**src/logic/fppio_regs.svh**
```systemverilog
// register offsets, field widths and reset values of the parallel port block
// assumes inclusion by bare name from the package and the top module
`ifndef FPPIO_REGS_SVH
`define FPPIO_REGS_SVH

// ==========================================================
// register offsets
`define FPPIO_ADDR_W 4
`define FPPIO_OFS_A_LATCH 4'h0
`define FPPIO_OFS_B_LATCH 4'h1
`define FPPIO_OFS_C_LATCH 4'h2
`define FPPIO_OFS_D_LATCH 4'h3
`define FPPIO_OFS_A_DIR 4'h4
`define FPPIO_OFS_B_DIR 4'h5
`define FPPIO_OFS_C_DIR 4'h6
`define FPPIO_OFS_D_DIR 4'h7
`define FPPIO_OFS_E_LATCH 4'h8
`define FPPIO_OFS_E_DIR 4'hc
`define FPPIO_OFS_A_PULL 4'hd
`define FPPIO_OFS_C_PULL 4'he
`define FPPIO_OFS_D_PULL 4'hf

// ==========================================================
// port widths and reset values
`define FPPIO_WIDTH_A 8
`define FPPIO_WIDTH_B 8
`define FPPIO_WIDTH_C 7
`define FPPIO_WIDTH_D 8
`define FPPIO_WIDTH_E 2
`define FPPIO_PIN_COUNT 33
`define FPPIO_RESET_DIR 8'h00
`define FPPIO_RESET_PULL 8'h00

`endif

```
**src/logic/fppio_pkg.sv**
```systemverilog
// types shared by the parallel port block
// assumes the register header sits beside it
`include "fppio_regs.svh"

package fppio_pkg;
    // ==========================================================
    // one register access from software
    typedef struct packed {
        logic [`FPPIO_ADDR_W-1:0] addr;
        logic [7:0] wdata;
        logic wr;
        logic rd;
    } fppio_bus_type;

    // pin override from one sharing peripheral group
    typedef struct packed {
        logic [7:0] take;
        logic [7:0] drive;
        logic [7:0] value;
    } fppio_override_type;
endpackage

```
**src/logic/fppio_top.sv**
```systemverilog
// five-port parallel io block: 33 two-way pins in ports a..e
// assumes one clock, a register port from the core, and pad cells with
// pullups outside; peripheral overrides arrive per pin, except one enable each for the serial peripheral and serial interface
// pin map of the flattened pin vectors, bit index then port bit
//   0   a0, keypad line 0
//   1   a1, keypad line 1
//   2   a2, keypad line 2
//   3   a3, keypad line 3
//   4   a4, keypad line 4
//   5   a5, keypad line 5
//   6   a6, keypad line 6
//   7   a7, keypad line 7
//   8   b0, converter channel 0
//   9   b1, converter channel 1
//   10  b2, converter channel 2
//   11  b3, converter channel 3
//   12  b4, converter channel 4
//   13  b5, converter channel 5
//   14  b6, converter channel 6
//   15  b7, converter channel 7
//   16  c0, plain port bit
//   17  c1, plain port bit
//   18  c2, plain port bit
//   19  c3, plain port bit
//   20  c4, plain port bit
//   21  c5, plain port bit
//   22  c6, plain port bit
//   23  d0, serial peripheral select
//   24  d1, serial peripheral data in
//   25  d2, serial peripheral data out
//   26  d3, serial peripheral clock
//   27  d4, timer channel 0
//   28  d5, timer channel 1
//   29  d6, timer channel 2
//   30  d7, timer channel 3
//   31  e0, serial interface transmit
//   32  e1, serial interface receive
//
// hazards for the user of this block
//   latches power up unknown: write them before setting a direction bit
//   a pin read follows its pad two to three cycles late
//   a taken pin keeps its port registers; they apply again on release
//   the keypad sees pad levels whatever the direction bit says
//
// The strobed register port was decided locally.
`timescale 1ns/1ps
`default_nettype none
`include "fppio_regs.svh"

module fppio_top #(
    parameter int PIN_COUNT = `FPPIO_PIN_COUNT
) (
    // clock and reset
    input wire logic CLOCK,
    input wire logic RST_N,
    // register port
    input wire logic [`FPPIO_ADDR_W-1:0] ADDR,
    input wire logic [7:0] WDATA,
    input wire logic WR,
    input wire logic RD,
    output logic [7:0] RDATA,
    // pins, flattened a7..a0 lowest, then b, c, d, e
    input wire logic [PIN_COUNT-1:0] PIN_IN,
    output logic [PIN_COUNT-1:0] PIN_OUT,
    output logic [PIN_COUNT-1:0] PIN_OE,
    output logic [PIN_COUNT-1:0] PIN_PULLUP,
    // sharing peripheral controls
    input wire logic [7:0] KEYPAD_PIN_ENABLES,
    input wire logic [7:0] CONVERTER_PIN_TAKE,
    input wire logic SERIAL_PERIPHERAL_ENABLE,
    input wire logic [3:0] SERIAL_PERIPHERAL_OE,
    input wire logic [3:0] SERIAL_PERIPHERAL_OUT,
    input wire logic [3:0] TIMER_CHANNEL_EDGE_SELECT,
    input wire logic [3:0] TIMER_CHANNEL_OE,
    input wire logic [3:0] TIMER_CHANNEL_OUT,
    input wire logic SERIAL_INTERFACE_ENABLE,
    input wire logic SERIAL_INTERFACE_TXD,
    // pin levels seen by the peripherals
    output logic [7:0] KEYPAD_INPUT
);
    localparam int OA = 0;
    localparam int OB = OA + `FPPIO_WIDTH_A;
    localparam int OC = OB + `FPPIO_WIDTH_B;
    localparam int OD = OC + `FPPIO_WIDTH_C;
    localparam int OE = OD + `FPPIO_WIDTH_D;

    initial begin
        if (PIN_COUNT != OE + `FPPIO_WIDTH_E) begin
            $error("pin count must match the five port widths");
        end
    end

    // ==========================================================
    // reset release
    logic rst_meta;
    logic rst_sync_n;

    // two flops release the asynchronous reset
    always_ff @(posedge CLOCK or negedge RST_N) begin
        if (!RST_N) begin
            rst_meta <= 1'b0;
            rst_sync_n <= 1'b0;
        end else begin
            rst_meta <= 1'b1;
            rst_sync_n <= rst_meta;
        end
    end

    // ==========================================================
    // registers
    fppio_pkg::fppio_bus_type bus;
    assign bus = '{addr: ADDR, wdata: WDATA, wr: WR, rd: RD};

    logic [7:0] latch_a, latch_b, latch_d;
    logic [6:0] latch_c;
    logic [1:0] latch_e;
    logic [7:0] dir_a, dir_b, dir_d, pull_a, pull_d;
    logic [6:0] dir_c, pull_c;
    logic [1:0] dir_e;

    // data latches: no reset, written whatever the direction
    always_ff @(posedge CLOCK) begin
        if (bus.wr) begin
            case (bus.addr)
                `FPPIO_OFS_A_LATCH: latch_a <= bus.wdata;
                `FPPIO_OFS_B_LATCH: latch_b <= bus.wdata;
                `FPPIO_OFS_C_LATCH: latch_c <= bus.wdata[6:0];
                `FPPIO_OFS_D_LATCH: latch_d <= bus.wdata;
                `FPPIO_OFS_E_LATCH: latch_e <= bus.wdata[1:0];
                default: ;
            endcase
        end
    end

    // direction registers clear on reset
    always_ff @(posedge CLOCK or negedge rst_sync_n) begin
        if (!rst_sync_n) begin
            dir_a <= `FPPIO_RESET_DIR;
            dir_b <= `FPPIO_RESET_DIR;
            dir_c <= 7'(`FPPIO_RESET_DIR);
            dir_d <= `FPPIO_RESET_DIR;
            dir_e <= 2'(`FPPIO_RESET_DIR);
        end else if (bus.wr) begin
            case (bus.addr)
                `FPPIO_OFS_A_DIR: dir_a <= bus.wdata;
                `FPPIO_OFS_B_DIR: dir_b <= bus.wdata;
                `FPPIO_OFS_C_DIR: dir_c <= bus.wdata[6:0];
                `FPPIO_OFS_D_DIR: dir_d <= bus.wdata;
                `FPPIO_OFS_E_DIR: dir_e <= bus.wdata[1:0];
                default: ;
            endcase
        end
    end

    // pullup enables clear on reset
    always_ff @(posedge CLOCK or negedge rst_sync_n) begin
        if (!rst_sync_n) begin
            pull_a <= `FPPIO_RESET_PULL;
            pull_c <= 7'(`FPPIO_RESET_PULL);
            pull_d <= `FPPIO_RESET_PULL;
        end else if (bus.wr) begin
            case (bus.addr)
                `FPPIO_OFS_A_PULL: pull_a <= bus.wdata;
                `FPPIO_OFS_C_PULL: pull_c <= bus.wdata[6:0];
                `FPPIO_OFS_D_PULL: pull_d <= bus.wdata;
                default: ;
            endcase
        end
    end

    // ==========================================================
    // pin synchronisers
    logic [PIN_COUNT-1:0] pin_meta;
    logic [PIN_COUNT-1:0] pin_sync;

    // two flops before any logic reads the pins
    always_ff @(posedge CLOCK or negedge rst_sync_n) begin
        if (!rst_sync_n) begin
            pin_meta <= '0;
            pin_sync <= '0;
        end else begin
            pin_meta <= PIN_IN;
            pin_sync <= pin_meta;
        end
    end

    // ==========================================================
    // per-pin control
    logic [PIN_COUNT-1:0] latch_all, dir_all, pull_all, has_pull;
    logic [PIN_COUNT-1:0] take, per_oe, per_out;

    assign latch_all = {latch_e, latch_d, latch_c, latch_b, latch_a};
    assign dir_all = {dir_e, dir_d, dir_c, dir_b, dir_a};
    assign pull_all = {2'h0, pull_d, pull_c, 8'h00, pull_a};
    assign has_pull = {2'h0, 8'hff, 7'h7f, 8'h00, 8'hff};

    // peripheral ownership per pin; tx on e0, rx on e1
    assign take = {{2{SERIAL_INTERFACE_ENABLE}},
                   TIMER_CHANNEL_EDGE_SELECT,
                   {4{SERIAL_PERIPHERAL_ENABLE}},
                   7'h00, CONVERTER_PIN_TAKE, 8'h00};
    assign per_oe = {1'b0, SERIAL_INTERFACE_ENABLE, TIMER_CHANNEL_OE,
                     SERIAL_PERIPHERAL_OE, 7'h00, 8'h00, 8'h00};
    assign per_out = {1'b0, SERIAL_INTERFACE_TXD, TIMER_CHANNEL_OUT,
                      SERIAL_PERIPHERAL_OUT, 7'h00, 8'h00, 8'h00};

    wire logic [PIN_COUNT-1:0] next_oe;
    wire logic [PIN_COUNT-1:0] next_out;
    wire logic [PIN_COUNT-1:0] next_pull;

    genvar i;
    generate
        for (i = 0; i < PIN_COUNT; i++) begin : g_pin
            // port or peripheral drives; pullup only on port-owned inputs
            assign next_oe[i] = take[i] ? per_oe[i] : dir_all[i];
            assign next_out[i] = take[i] ? per_out[i] : latch_all[i];
            assign next_pull[i] = ~take[i] & has_pull[i] & pull_all[i] & ~dir_all[i];
        end
    endgenerate

    // pad controls from flops, one writer for each vector
    always_ff @(posedge CLOCK or negedge rst_sync_n) begin
        if (!rst_sync_n) begin
            PIN_OE <= '0;
            PIN_OUT <= '0;
            PIN_PULLUP <= '0;
        end else begin
            PIN_OE <= next_oe;
            PIN_OUT <= next_out;
            PIN_PULLUP <= next_pull;
        end
    end

    // keypad sees port a levels where enabled
    always_ff @(posedge CLOCK or negedge rst_sync_n) begin
        if (!rst_sync_n) begin
            KEYPAD_INPUT <= 8'h00;
        end else begin
            KEYPAD_INPUT <= pin_sync[OB-1:OA] & KEYPAD_PIN_ENABLES;
        end
    end

    // ==========================================================
    // read path: outputs show latch, inputs show pin
    logic [PIN_COUNT-1:0] view;
    logic [7:0] next_rdata;
    assign view = (dir_all & latch_all) | (~dir_all & pin_sync);

    always_comb begin
        next_rdata = 8'h00;
        case (bus.addr)
            `FPPIO_OFS_A_LATCH: next_rdata = view[OB-1:OA];
            `FPPIO_OFS_B_LATCH: next_rdata = view[OC-1:OB];
            `FPPIO_OFS_C_LATCH: next_rdata = {1'b0, view[OD-1:OC]};
            `FPPIO_OFS_D_LATCH: next_rdata = view[OE-1:OD];
            `FPPIO_OFS_E_LATCH: next_rdata = {6'h00, view[OE+1:OE]};
            `FPPIO_OFS_A_DIR: next_rdata = dir_a;
            `FPPIO_OFS_B_DIR: next_rdata = dir_b;
            `FPPIO_OFS_C_DIR: next_rdata = {1'b0, dir_c};
            `FPPIO_OFS_D_DIR: next_rdata = dir_d;
            `FPPIO_OFS_E_DIR: next_rdata = {6'h00, dir_e};
            `FPPIO_OFS_A_PULL: next_rdata = pull_a;
            `FPPIO_OFS_C_PULL: next_rdata = {1'b0, pull_c};
            `FPPIO_OFS_D_PULL: next_rdata = pull_d;
            default: next_rdata = 8'h00;
        endcase
    end

    // read data stands only in the cycle after the strobe
    always_ff @(posedge CLOCK or negedge rst_sync_n) begin
        if (!rst_sync_n) begin
            RDATA <= 8'h00;
        end else if (bus.rd) begin
            RDATA <= next_rdata;
        end else begin
            RDATA <= 8'h00;
        end
    end
endmodule
`default_nettype wire

```
**config.mk**
```make
export PLATFORM = sky130hd
export DESIGN_NAME = fppio_top
export DESIGN_NICKNAME = d
export VERILOG_FILES = /design/src/logic/fppio_pkg.sv /design/src/logic/fppio_top.sv
export VERILOG_INCLUDE_DIRS = /design/src /design/src/logic
export SDC_FILE = /design/constraint.sdc
export NUM_CORES = 1
export LEC_CHECK = 0
export ABC_AREA = 1
export ABC_CLOCK_PERIOD_IN_PS = 20500
export BUFFER_PORTS_ARGS = -buffer_cell sky130_fd_sc_hd__buf_2
export CAP_MARGIN = 10
export CELL_PAD_IN_SITES_DETAIL_PLACEMENT = 1
export CELL_PAD_IN_SITES_GLOBAL_PLACEMENT = 1
export CORE_ASPECT_RATIO = 0.9
export CORE_UTILIZATION = 36
export DETAILED_ROUTE_END_ITERATION = 16
export PLACE_DENSITY = 0.76
export SYNTH_ARGS = -nofsm -noshare
export SYNTH_HDL_FRONTEND = slang
export SYNTH_SLANG_ARGS = --single-unit
```
**constraint.sdc**
```tcl
create_clock -name CLOCK -period 20.5 [get_ports CLOCK]
set_input_delay 5.125 -clock CLOCK [delete_from_list [all_inputs] [get_ports CLOCK]]
set_output_delay 5.125 -clock CLOCK [all_outputs]
set_load 0.01 [all_outputs]
```
==> impl_results.html, run 1 <==
<table>
<tr><th>Metric</th><th>Value</th></tr>
<tr><th colspan="2">Routing</th></tr>
<tr><td>Number of routed nets with antenna violations</td><td>0</td></tr>
<tr><td>Total routed wirelength</td><td>about 26 mm</td></tr>
<tr><td>DRC violation count after routing</td><td>0</td></tr>
<tr><td>First-iteration detailed-routing DRC count</td><td>between 300 and 400</td></tr>
<tr><td>Vias</td><td>between 6000 and 7000</td></tr>
<tr><td>Wire per inst</td><td>between 15 and 20 um</td></tr>
<tr><td>Number of vias per cell</td><td>around 4.6</td></tr>
<tr><td>First-pass iteration count of the detailed router</td><td>5</td></tr>
<tr><th colspan="2">CTS</th></tr>
<tr><td>Count of H-tree levels built during CTS</td><td>1</td></tr>
<tr><td>Clock Pin Slew Worst Setup and Hold Paths</td><td>0.06 ns</td></tr>
<tr><td>Maximum buffer depth of the clock tree</td><td>3</td></tr>
<tr><td>TritonCTS clock tree</td><td>built</td></tr>
<tr><td>Total CTS buffers</td><td>27</td></tr>
<tr><td>CTS Hold Buffers Added</td><td>0</td></tr>
<tr><td>Clock Root Buffer</td><td>clkbuf_16</td></tr>
<tr><td># Post-CTS Setup Buffers</td><td>0</td></tr>
<tr><td>Clk sink count</td><td>between 200 and 300</td></tr>
<tr><td>Clk Latency, worst-skew pair</td><td>0.54 ns</td></tr>
<tr><td>Number of resized instances in the post-cts repair step</td><td>0</td></tr>
<tr><th colspan="2">Yosys</th></tr>
<tr><td>Dominant cells by area after synthesis</td><td>dfrtp_1 62%, edfxtp_1 11%, nand2_1 10%, o21ai_0 4.2%, inv_1 3.5%</td></tr>
<tr><td>Syn Area/Cell</td><td>roughly 11 sq um</td></tr>
<tr><td>Number of synthesized flops with an enable pin</td><td>33</td></tr>
<tr><td>Largest area contributor in the netlist</td><td>dfrtp_1</td></tr>
<tr><td>Yosys synthesis warning count</td><td>0</td></tr>
<tr><td>Top_reg_cell synth</td><td>dfrtp_1</td></tr>
<tr><td>Post-synthesis cell area</td><td>9305 sq um</td></tr>
<tr><td>Synthesized instance count</td><td>between 800 and 900</td></tr>
<tr><td>Number of distinct library cells after synthesis</td><td>24</td></tr>
<tr><td>Post-synthesis register bit count</td><td>between 200 and 300</td></tr>
<tr><td>Post-synth top area share</td><td>between 60% and 70%</td></tr>
<tr><td>Fraction of synthesis flops using an asynchronous set or reset pin</td><td>approximately 90%</td></tr>
<tr><td>Register area share after synthesis</td><td>between 70% and 80%</td></tr>
<tr><th colspan="2">Die</th></tr>
<tr><td>Number of rows created at floorplan</td><td>55</td></tr>
<tr><td>Initial cell density of the core</td><td>36.84%</td></tr>
<tr><td>Area inside the core boundary</td><td>25260 sq um</td></tr>
<tr><td>Number of primary I/O pins</td><td>around 200</td></tr>
<tr><td>Floorplan die area</td><td>roughly 26000 sq um</td></tr>
<tr><td>Die Wd</td><td>about 170 um</td></tr>
<tr><td>Die Ht</td><td>roughly 150 um</td></tr>
<tr><th colspan="2">GRT</th></tr>
<tr><td>Global-route wire length before repair</td><td>between 30 and 40 mm</td></tr>
<tr><td>Maximum number of pins on one net before global-route repair</td><td>86</td></tr>
<tr><td>GRT Residual Overflow</td><td>0</td></tr>
<tr><td>Number of antenna violations at the first check in global routing</td><td>1</td></tr>
<tr><td>Number of global-route vias before repair</td><td>~7100</td></tr>
<tr><td>Overall fraction of global-route tracks in use</td><td>between 20% and 30%</td></tr>
<tr><th colspan="2">Placement</th></tr>
<tr><td>I/O Buffers</td><td>approximately 190</td></tr>
<tr><td>Global placer's final weighted congestion</td><td>around 0.89</td></tr>
<tr><td>Placed wire-length estimate</td><td>approximately 19 mm</td></tr>
<tr><th colspan="2">Finish</th></tr>
<tr><td>Area growth from synthesis to layout</td><td>23.36%</td></tr>
<tr><td>Antenna diodes</td><td>0</td></tr>
<tr><td>Number of nets at the end of the flow</td><td>between 1000 and 1500</td></tr>
<tr><td>Proportion of layout cells with a drive suffix above 1</td><td>a little under a quarter</td></tr>
<tr><td>Fillcell total</td><td>about 2900</td></tr>
<tr><th colspan="2">Setup path</th></tr>
<tr><td>Critical Path Sink Type</td><td>register</td></tr>
<tr><td>Launching element type of the critical path</td><td>input pin</td></tr>
<tr><td>Data arrival at the endpoint of the critical path</td><td>between 6 and 7 ns</td></tr>
<tr><td>Type of the worst setup path</td><td>in2reg</td></tr>
<tr><td>Endpoint required time on the critical path</td><td>20.67 ns</td></tr>
<tr><td>Largest fanout on the critical path</td><td>8</td></tr>
<tr><th colspan="2">STA</th></tr>
<tr><td>Period Utilization, post-route</td><td>just over 30%</td></tr>
<tr><td>Fmax achieved</td><td>roughly 0.16 GHz</td></tr>
<tr><td>Number of max-slew violations in the final report</td><td>0</td></tr>
<tr><td>Measured slew at the worst slew-check pin</td><td>0.9038 ns</td></tr>
<tr><td>Final clock skew</td><td>around 0.0092 ns</td></tr>
<tr><td>Final Hold Fails</td><td>0</td></tr>
<tr><td>Slew margin rel.</td><td>39.75%</td></tr>
<tr><td>Setup TNS Final</td><td>0 ns</td></tr>
<tr><td>Setup violators final</td><td>0</td></tr>
<tr><td>Final worst path period need</td><td>roughly 6.3 ns</td></tr>
<tr><td>Setup repair after global routing missed its margin</td><td>no</td></tr>
<tr><td>Worst hold-check slack</td><td>~0.19 ns</td></tr>
<tr><th colspan="2">Power</th></tr>
<tr><td>Leakage</td><td>5.941 nW</td></tr>
<tr><td>Power per Cell Area</td><td>between 100 and 150 nW/um^2</td></tr>
<tr><td>Worst ir drop on vdd</td><td>0.05599 mV</td></tr>
<tr><th colspan="2">Status</th></tr>
<tr><td>Status</td><td>finished clean</td></tr>
<tr><th colspan="2">Run</th></tr>
<tr><td>Maxcap violations</td><td>0</td></tr>
<tr><th colspan="2">Worst hold path</th></tr>
<tr><td>Hold Crit Class</td><td>reg2async</td></tr>
</table>
[cell usage after synthesis (5+ instances only)]
cell type and n:
inv_1 88, a21oi_1 7, mux2_2 7, nor3b_1 9, nand3_1 21, buf_2 5, buf_4 10, nand2_1 259
edfxtp_1 33, o21ai_0 78, nor2_1 77, dfrtp_1 229
[sequential cells by signal, summed over array words and instances, names as in the netlist]
signal / count
latch_c: 7
pull_d: 8
rst_meta: 1
dir_a: 8
pin_meta: 33
latch_d: 8
pull_c: 7
dir_e: 2
PIN_OUT: 33
RDATA: 8
latch_e: 2
latch_a: 8
dir_b: 8
PIN_PULLUP: 23
pull_a: 8
KEYPAD_INPUT: 8
rst_sync_n: 1
PIN_OE: 33
dir_d: 8
dir_c: 7
latch_b: 8
pin_sync: 33
[worst max-delay path, stage by stage]
cell	delay, ns
buf_2	0.14
nor2_1	0.40
nand2_1	0.20
nor2_1	0.61
[cell usage in the layout, fill, tap and decap left out, types with 4 or more instances in the layout]
cell type and instances:
a21oi_1 7, buf_2 192, clkbuf_1 14, clkbuf_16 27, clkbuf_8 4, conb_1 11, dfrtp_1 228, edfxtp_1 33
inv_1 88, mux2_2 7, nand2_1 259, nand2_4 4, nand3_1 21, nor2_1 77, nor2_4 4, nor3b_1 9
o21ai_0 78
[layout make-up]
type,count,area [sq um],share of cell area [%]
clock buffers,45,783.3,6.824
clock inverters,3,55.05,0.4796
inverters,88,330.3,2.878
multi-input cells,490,2146,18.69
flip-flops and latches,262,6725,58.59
well taps,342,427.9,3.728
repair buffers,196,1011,8.808
[per-layer routing]
layer	share of wire (%)	track usage, %	vias to the layer above
li1	-	-	3063
met1	44	27.17	3314
met2	48	32.93	195
met3	5.4	3.352	44
met4	2.6	5.740	0
met5	0	0	-
[kinds of logic (layout without fill, tap and decap cells)]
| family | count (synthesis) | count (layout) | synth area share, % |
|---|---|---|---|
| other | 2 | 11 | 0.08071 |
| AOI/OAI and AO/OA | 88 | 88 | 4.760 |
| muxes | 7 | 7 | 0.8472 |
| buffers and inverters | 108 | 332 | 5.069 |
| DFF | 262 | 262 | 72.23 |
| and+or+nand+nor | 384 | 384 | 17.01 |
[metrics by stage]
| stage | power [mW] | instance area [sq um] | worst slack (ns) | instances | utilization, % |
|---|---|---|---|---|---|
| 3_5_place_dp | 0.7584 | 10610 | 13.63 | 1377 | 42.02 |
| 6_report | 1.215 | 11480 | 14.18 | 1426 | 45.45 |
| 4_1_cts | 1.232 | 11450 | 14.19 | 1425 | 45.34 |
| 3_3_place_gp | 0.7530 | 10610 | 13.74 | 1377 | 42.02 |
| 2_1_floorplan | 0.6865 | 9339 | 13.65 | 860 | - |
| 5_1_grt | 1.273 | 11480 | 14.06 | 1426 | 45.45 |
[worst paths after layout]
check,from,to,slack [ns],cells past startpoint
min in group CLOCK,pin_meta[11],pin_sync[11],0.34,0
hold reg to reg,rst_sync_n,pin_sync[4],0.19,0
setup / recovery,ADDR[1],latch_a[6],14.18,4
hold / removal,rst_sync_n,pin_sync[4],0.19,0
max in group asynchronous,RST_N,rst_sync_n,16.03,1
setup reg to reg,rst_sync_n,PIN_OE[8],18.72,2
[report_power, final]
group | leakage, nW | internal, mW | switching, mW
Combinational | 2.40 | 0.0465 | 0.0809
Clock | 0.406 | 0.272 | 0.196
Sequential | 3.14 | 0.579 | 0.0406
Total | 5.94 | 0.898 | 0.317
(Power assumes the default switching activity.)
==> run 2, diff against run 1 <==
- ABC_CLOCK_PERIOD_IN_PS: 20500 -> 5300
- PLACE_DENSITY: 0.76 -> 0.78
- clock period: 20.5 -> 5.3 ns (I/O delays scaled with it)
==> impl_results.html, run 2 (synthesis results as in run 1) <==
<table>
<tr><th>Metric</th><th>Value</th></tr>
<tr><th colspan="2">Status</th></tr>
<tr><td>Status</td><td>finished clean</td></tr>
<tr><th colspan="2">Die</th></tr>
<tr><td>Die Ht</td><td>154.5 um (unchanged)</td></tr>
<tr><td>Number of rows created at floorplan</td><td>55 (unchanged)</td></tr>
<tr><td>Initial cell density of the core</td><td>36.84% (unchanged)</td></tr>
<tr><td>Die Wd</td><td>171.5 um (unchanged)</td></tr>
<tr><td>Floorplan die area</td><td>26500 sq um (unchanged)</td></tr>
<tr><td>Number of primary I/O pins</td><td>203 (unchanged)</td></tr>
<tr><td>Area inside the core boundary</td><td>25260 sq um (unchanged)</td></tr>
<tr><th colspan="2">Power</th></tr>
<tr><td>Worst ir drop on vdd</td><td>0.2585 mV (+360%)</td></tr>
<tr><td>Power per Cell Area</td><td>416.6 nW/um^2 (+290%)</td></tr>
<tr><td>Power consumption</td><td>4.806 mW (+300%)</td></tr>
<tr><td>Leakage</td><td>5.967 nW (+0.44%)</td></tr>
<tr><th colspan="2">Finish</th></tr>
<tr><td>Proportion of layout cells with a drive suffix above 1</td><td>23.64% (+0.40 points)</td></tr>
<tr><td>Number of nets at the end of the flow</td><td>1153 (unchanged)</td></tr>
<tr><td>Fin util</td><td>45.68% (+0.23 points)</td></tr>
<tr><td>Commonest non-fill, non-tap cells in the layout</td><td>259 x nand2_1, 228 x dfrtp_1, 192 x buf_2</td></tr>
<tr><td>Leading cell type in the layout, fill and taps excluded</td><td>nand2_1</td></tr>
<tr><td>Antenna diodes</td><td>0 (unchanged)</td></tr>
<tr><td>Area growth from synthesis to layout</td><td>23.99%</td></tr>
<tr><td>Final Cell Area</td><td>11540 sq um (+0.51%)</td></tr>
<tr><th colspan="2">STA</th></tr>
<tr><td>Final Hold Fails</td><td>0 (unchanged)</td></tr>
<tr><td>Fmax achieved</td><td>around 0.4 GHz</td></tr>
<tr><td>Setup TNS Final</td><td>0 ns (unchanged)</td></tr>
<tr><td>Period Utilization, post-route</td><td>roughly 48%</td></tr>
<tr><td>Final worst path period need</td><td>approximately 2.6 ns</td></tr>
<tr><td>Slew margin rel.</td><td>41.99% (+2.2 points)</td></tr>
<tr><td>Number of max-slew violations in the final report</td><td>0 (unchanged)</td></tr>
<tr><td>Setup violators final</td><td>0 (unchanged)</td></tr>
<tr><td>Measured slew at the worst slew-check pin</td><td>0.8670 ns (-0.03679 ns)</td></tr>
<tr><td>Setup repair after global routing missed its margin</td><td>no</td></tr>
<tr><td>Final clock skew</td><td>0.01117 ns (+0.001933 ns)</td></tr>
<tr><th colspan="2">CTS</th></tr>
<tr><td>Clock Root Buffer</td><td>clkbuf_16</td></tr>
<tr><td>Maximum buffer depth of the clock tree</td><td>3 (unchanged)</td></tr>
<tr><td>Number of resized instances in the post-cts repair step</td><td>0 (unchanged)</td></tr>
<tr><td>CTS Hold Buffers Added</td><td>0 (unchanged)</td></tr>
<tr><td># Post-CTS Setup Buffers</td><td>0 (unchanged)</td></tr>
<tr><td>Count of H-tree levels built during CTS</td><td>1 (unchanged)</td></tr>
<tr><td>Clk sink count</td><td>262 (unchanged)</td></tr>
<tr><td>Total CTS buffers</td><td>28 (+3.7%)</td></tr>
<tr><td>TritonCTS clock tree</td><td>built</td></tr>
<tr><td>Clock Pin Slew Worst Setup and Hold Paths</td><td>0.06 ns (about the same)</td></tr>
<tr><td>Clk Latency, worst-skew pair</td><td>0.54 ns (about the same)</td></tr>
<tr><th colspan="2">Routing</th></tr>
<tr><td>Number of routed nets with antenna violations</td><td>0 (unchanged)</td></tr>
<tr><td>First-iteration detailed-routing DRC count</td><td>343 (+6.2%)</td></tr>
<tr><td>DRC violation count after routing</td><td>0 (unchanged)</td></tr>
<tr><td>Total routed wirelength</td><td>25.50 mm (-0.65%)</td></tr>
<tr><td>Vias</td><td>6663 (+0.71%)</td></tr>
<tr><td>Number of vias per cell</td><td>4.663 (+0.50%)</td></tr>
<tr><td>First-pass iteration count of the detailed router</td><td>5 (unchanged)</td></tr>
<tr><td>Wire per inst</td><td>17.85 um (-0.86%)</td></tr>
<tr><th colspan="2">Setup path</th></tr>
<tr><td>Data arrival at the endpoint of the critical path</td><td>2.73 ns (-3.75 ns)</td></tr>
<tr><td>Endpoint required time on the critical path</td><td>5.47 ns (-15.20 ns)</td></tr>
<tr><td>Largest fanout on the critical path</td><td>8 (unchanged)</td></tr>
<tr><td>Type of the worst setup path</td><td>in2reg</td></tr>
<tr><td>Critical Path Sink Type</td><td>register</td></tr>
<tr><td>Largest stage delay on the critical path</td><td>0.62 ns (about the same)</td></tr>
<tr><td>Most frequent CP cell</td><td>nor2_1</td></tr>
<tr><td>Max stage delay cell, worst path</td><td>nor2_1</td></tr>
<tr><td>Launching element type of the critical path</td><td>input pin</td></tr>
<tr><td>Cell-by-cell listing of the critical path</td><td>buf_2 &gt; nor2_1 &gt; nand2_1 &gt; nor2_1</td></tr>
<tr><th colspan="2">GRT</th></tr>
<tr><td>Global-route wire length before repair</td><td>39.76 mm (about the same)</td></tr>
<tr><td>Met3 track demand over resource</td><td>4.376% (+1.0 points)</td></tr>
<tr><td>Met2 Use GR</td><td>32.77% (-0.15 points)</td></tr>
<tr><td>GRT Residual Overflow</td><td>0 (unchanged)</td></tr>
<tr><td>GR Util met1</td><td>26.27% (-0.90 points)</td></tr>
<tr><td>Busiest grt layer</td><td>met2</td></tr>
<tr><td>Number of global-route vias before repair</td><td>7204 (+0.87%)</td></tr>
<tr><td>Overall fraction of global-route tracks in use</td><td>19.98% (about the same)</td></tr>
<tr><td>Number of antenna violations at the first check in global routing</td><td>0 (-1)</td></tr>
<tr><td>Maximum number of pins on one net before global-route repair</td><td>122 (+42%)</td></tr>
<tr><th colspan="2">Run</th></tr>
<tr><td>Maxcap violations</td><td>0 (unchanged)</td></tr>
<tr><th colspan="2">Placement</th></tr>
<tr><td>Instance area at placement</td><td>10630 sq um (+0.12%)</td></tr>
<tr><td>Placed wire-length estimate</td><td>18.92 mm (+0.37%)</td></tr>
<tr><td>Global placer's final weighted congestion</td><td>0.8596 (-3.7%)</td></tr>
<tr><td>I/O Buffers</td><td>192 (unchanged)</td></tr>
<tr><th colspan="2">Worst hold path</th></tr>
<tr><td>Hold Crit Class</td><td>reg2reg</td></tr>
</table>
-- run 2: changes by cell type in the layout (fill, tap and decap cells not counted), sizes merged --
cell	before	now
buf	196	195
bufinv	1	3
clkbuf	45	35
clkinv	1	11
clkinvlp	0	2
-- run 2: per-layer routing --
| metal | part of all wire [%] | wire length [um] |
|---|---|---|
| met4 | 3.2 | 819 |
| met3 | 6.3 | 1609 |
| met5 | 0 | 0 |
| met1 | 43 | 10950 |
| met2 | 48 | 12130 |
-- run 2: cell type report --
class / count / area [sq um]
Multi-Input combinational cell: 490 / 2146
Fill cell: 2853 / 13720
Timing Repair Buffer: 195 / 996.0
Clock buffer: 35 / 737.0
Sequential cell: 262 / 6725
Tap cell: 342 / 427.9
Clock inverter: 17 / 175.2
Inverter: 88 / 330.3
-- run 2: metrics by stage --
stage                     worst slack (ns)  hold slack, ns  std cells
final                                2.740          0.3425       1429
after global placement               2.370          0.3318       1377
after global routing                 2.658          0.3518       1429
after CTS                            2.792          0.3481       1429
after floorplan                      1.536          0.3311        860
after detailed placement             2.226          0.3356       1377
-- run 2: final timing paths --
| check | start | endpoint | slack (ns) | depth (start not counted) |
|---|---|---|---|---|
| min reg2reg | pin_meta[15] | pin_sync[15] | 0.34 | 0 |
| min in group asynchronous | rst_sync_n | pin_sync[4] | 0.37 | 0 |
| max in group asynchronous | rst_sync_n | pin_sync[32] | 3.71 | 1 |
| min | pin_meta[15] | pin_sync[15] | 0.34 | 0 |
| max reg2reg | rst_sync_n | pin_sync[32] | 3.71 | 1 |
| max | ADDR[1] | latch_a[7] | 2.74 | 4 |
-- run 2: power breakdown --
group / internal (mW) / switching (mW) / leakage, nW
clock network: 1.13 / 0.784 / 0.440
registers: 2.24 / 0.159 / 3.14
logic: 0.179 / 0.309 / 2.39
-- run 2: worst max-delay path, delay by kind of cell --
family	cells	cell delay [ns]
buf+inv	1	0.13
simple gates	3	1.26
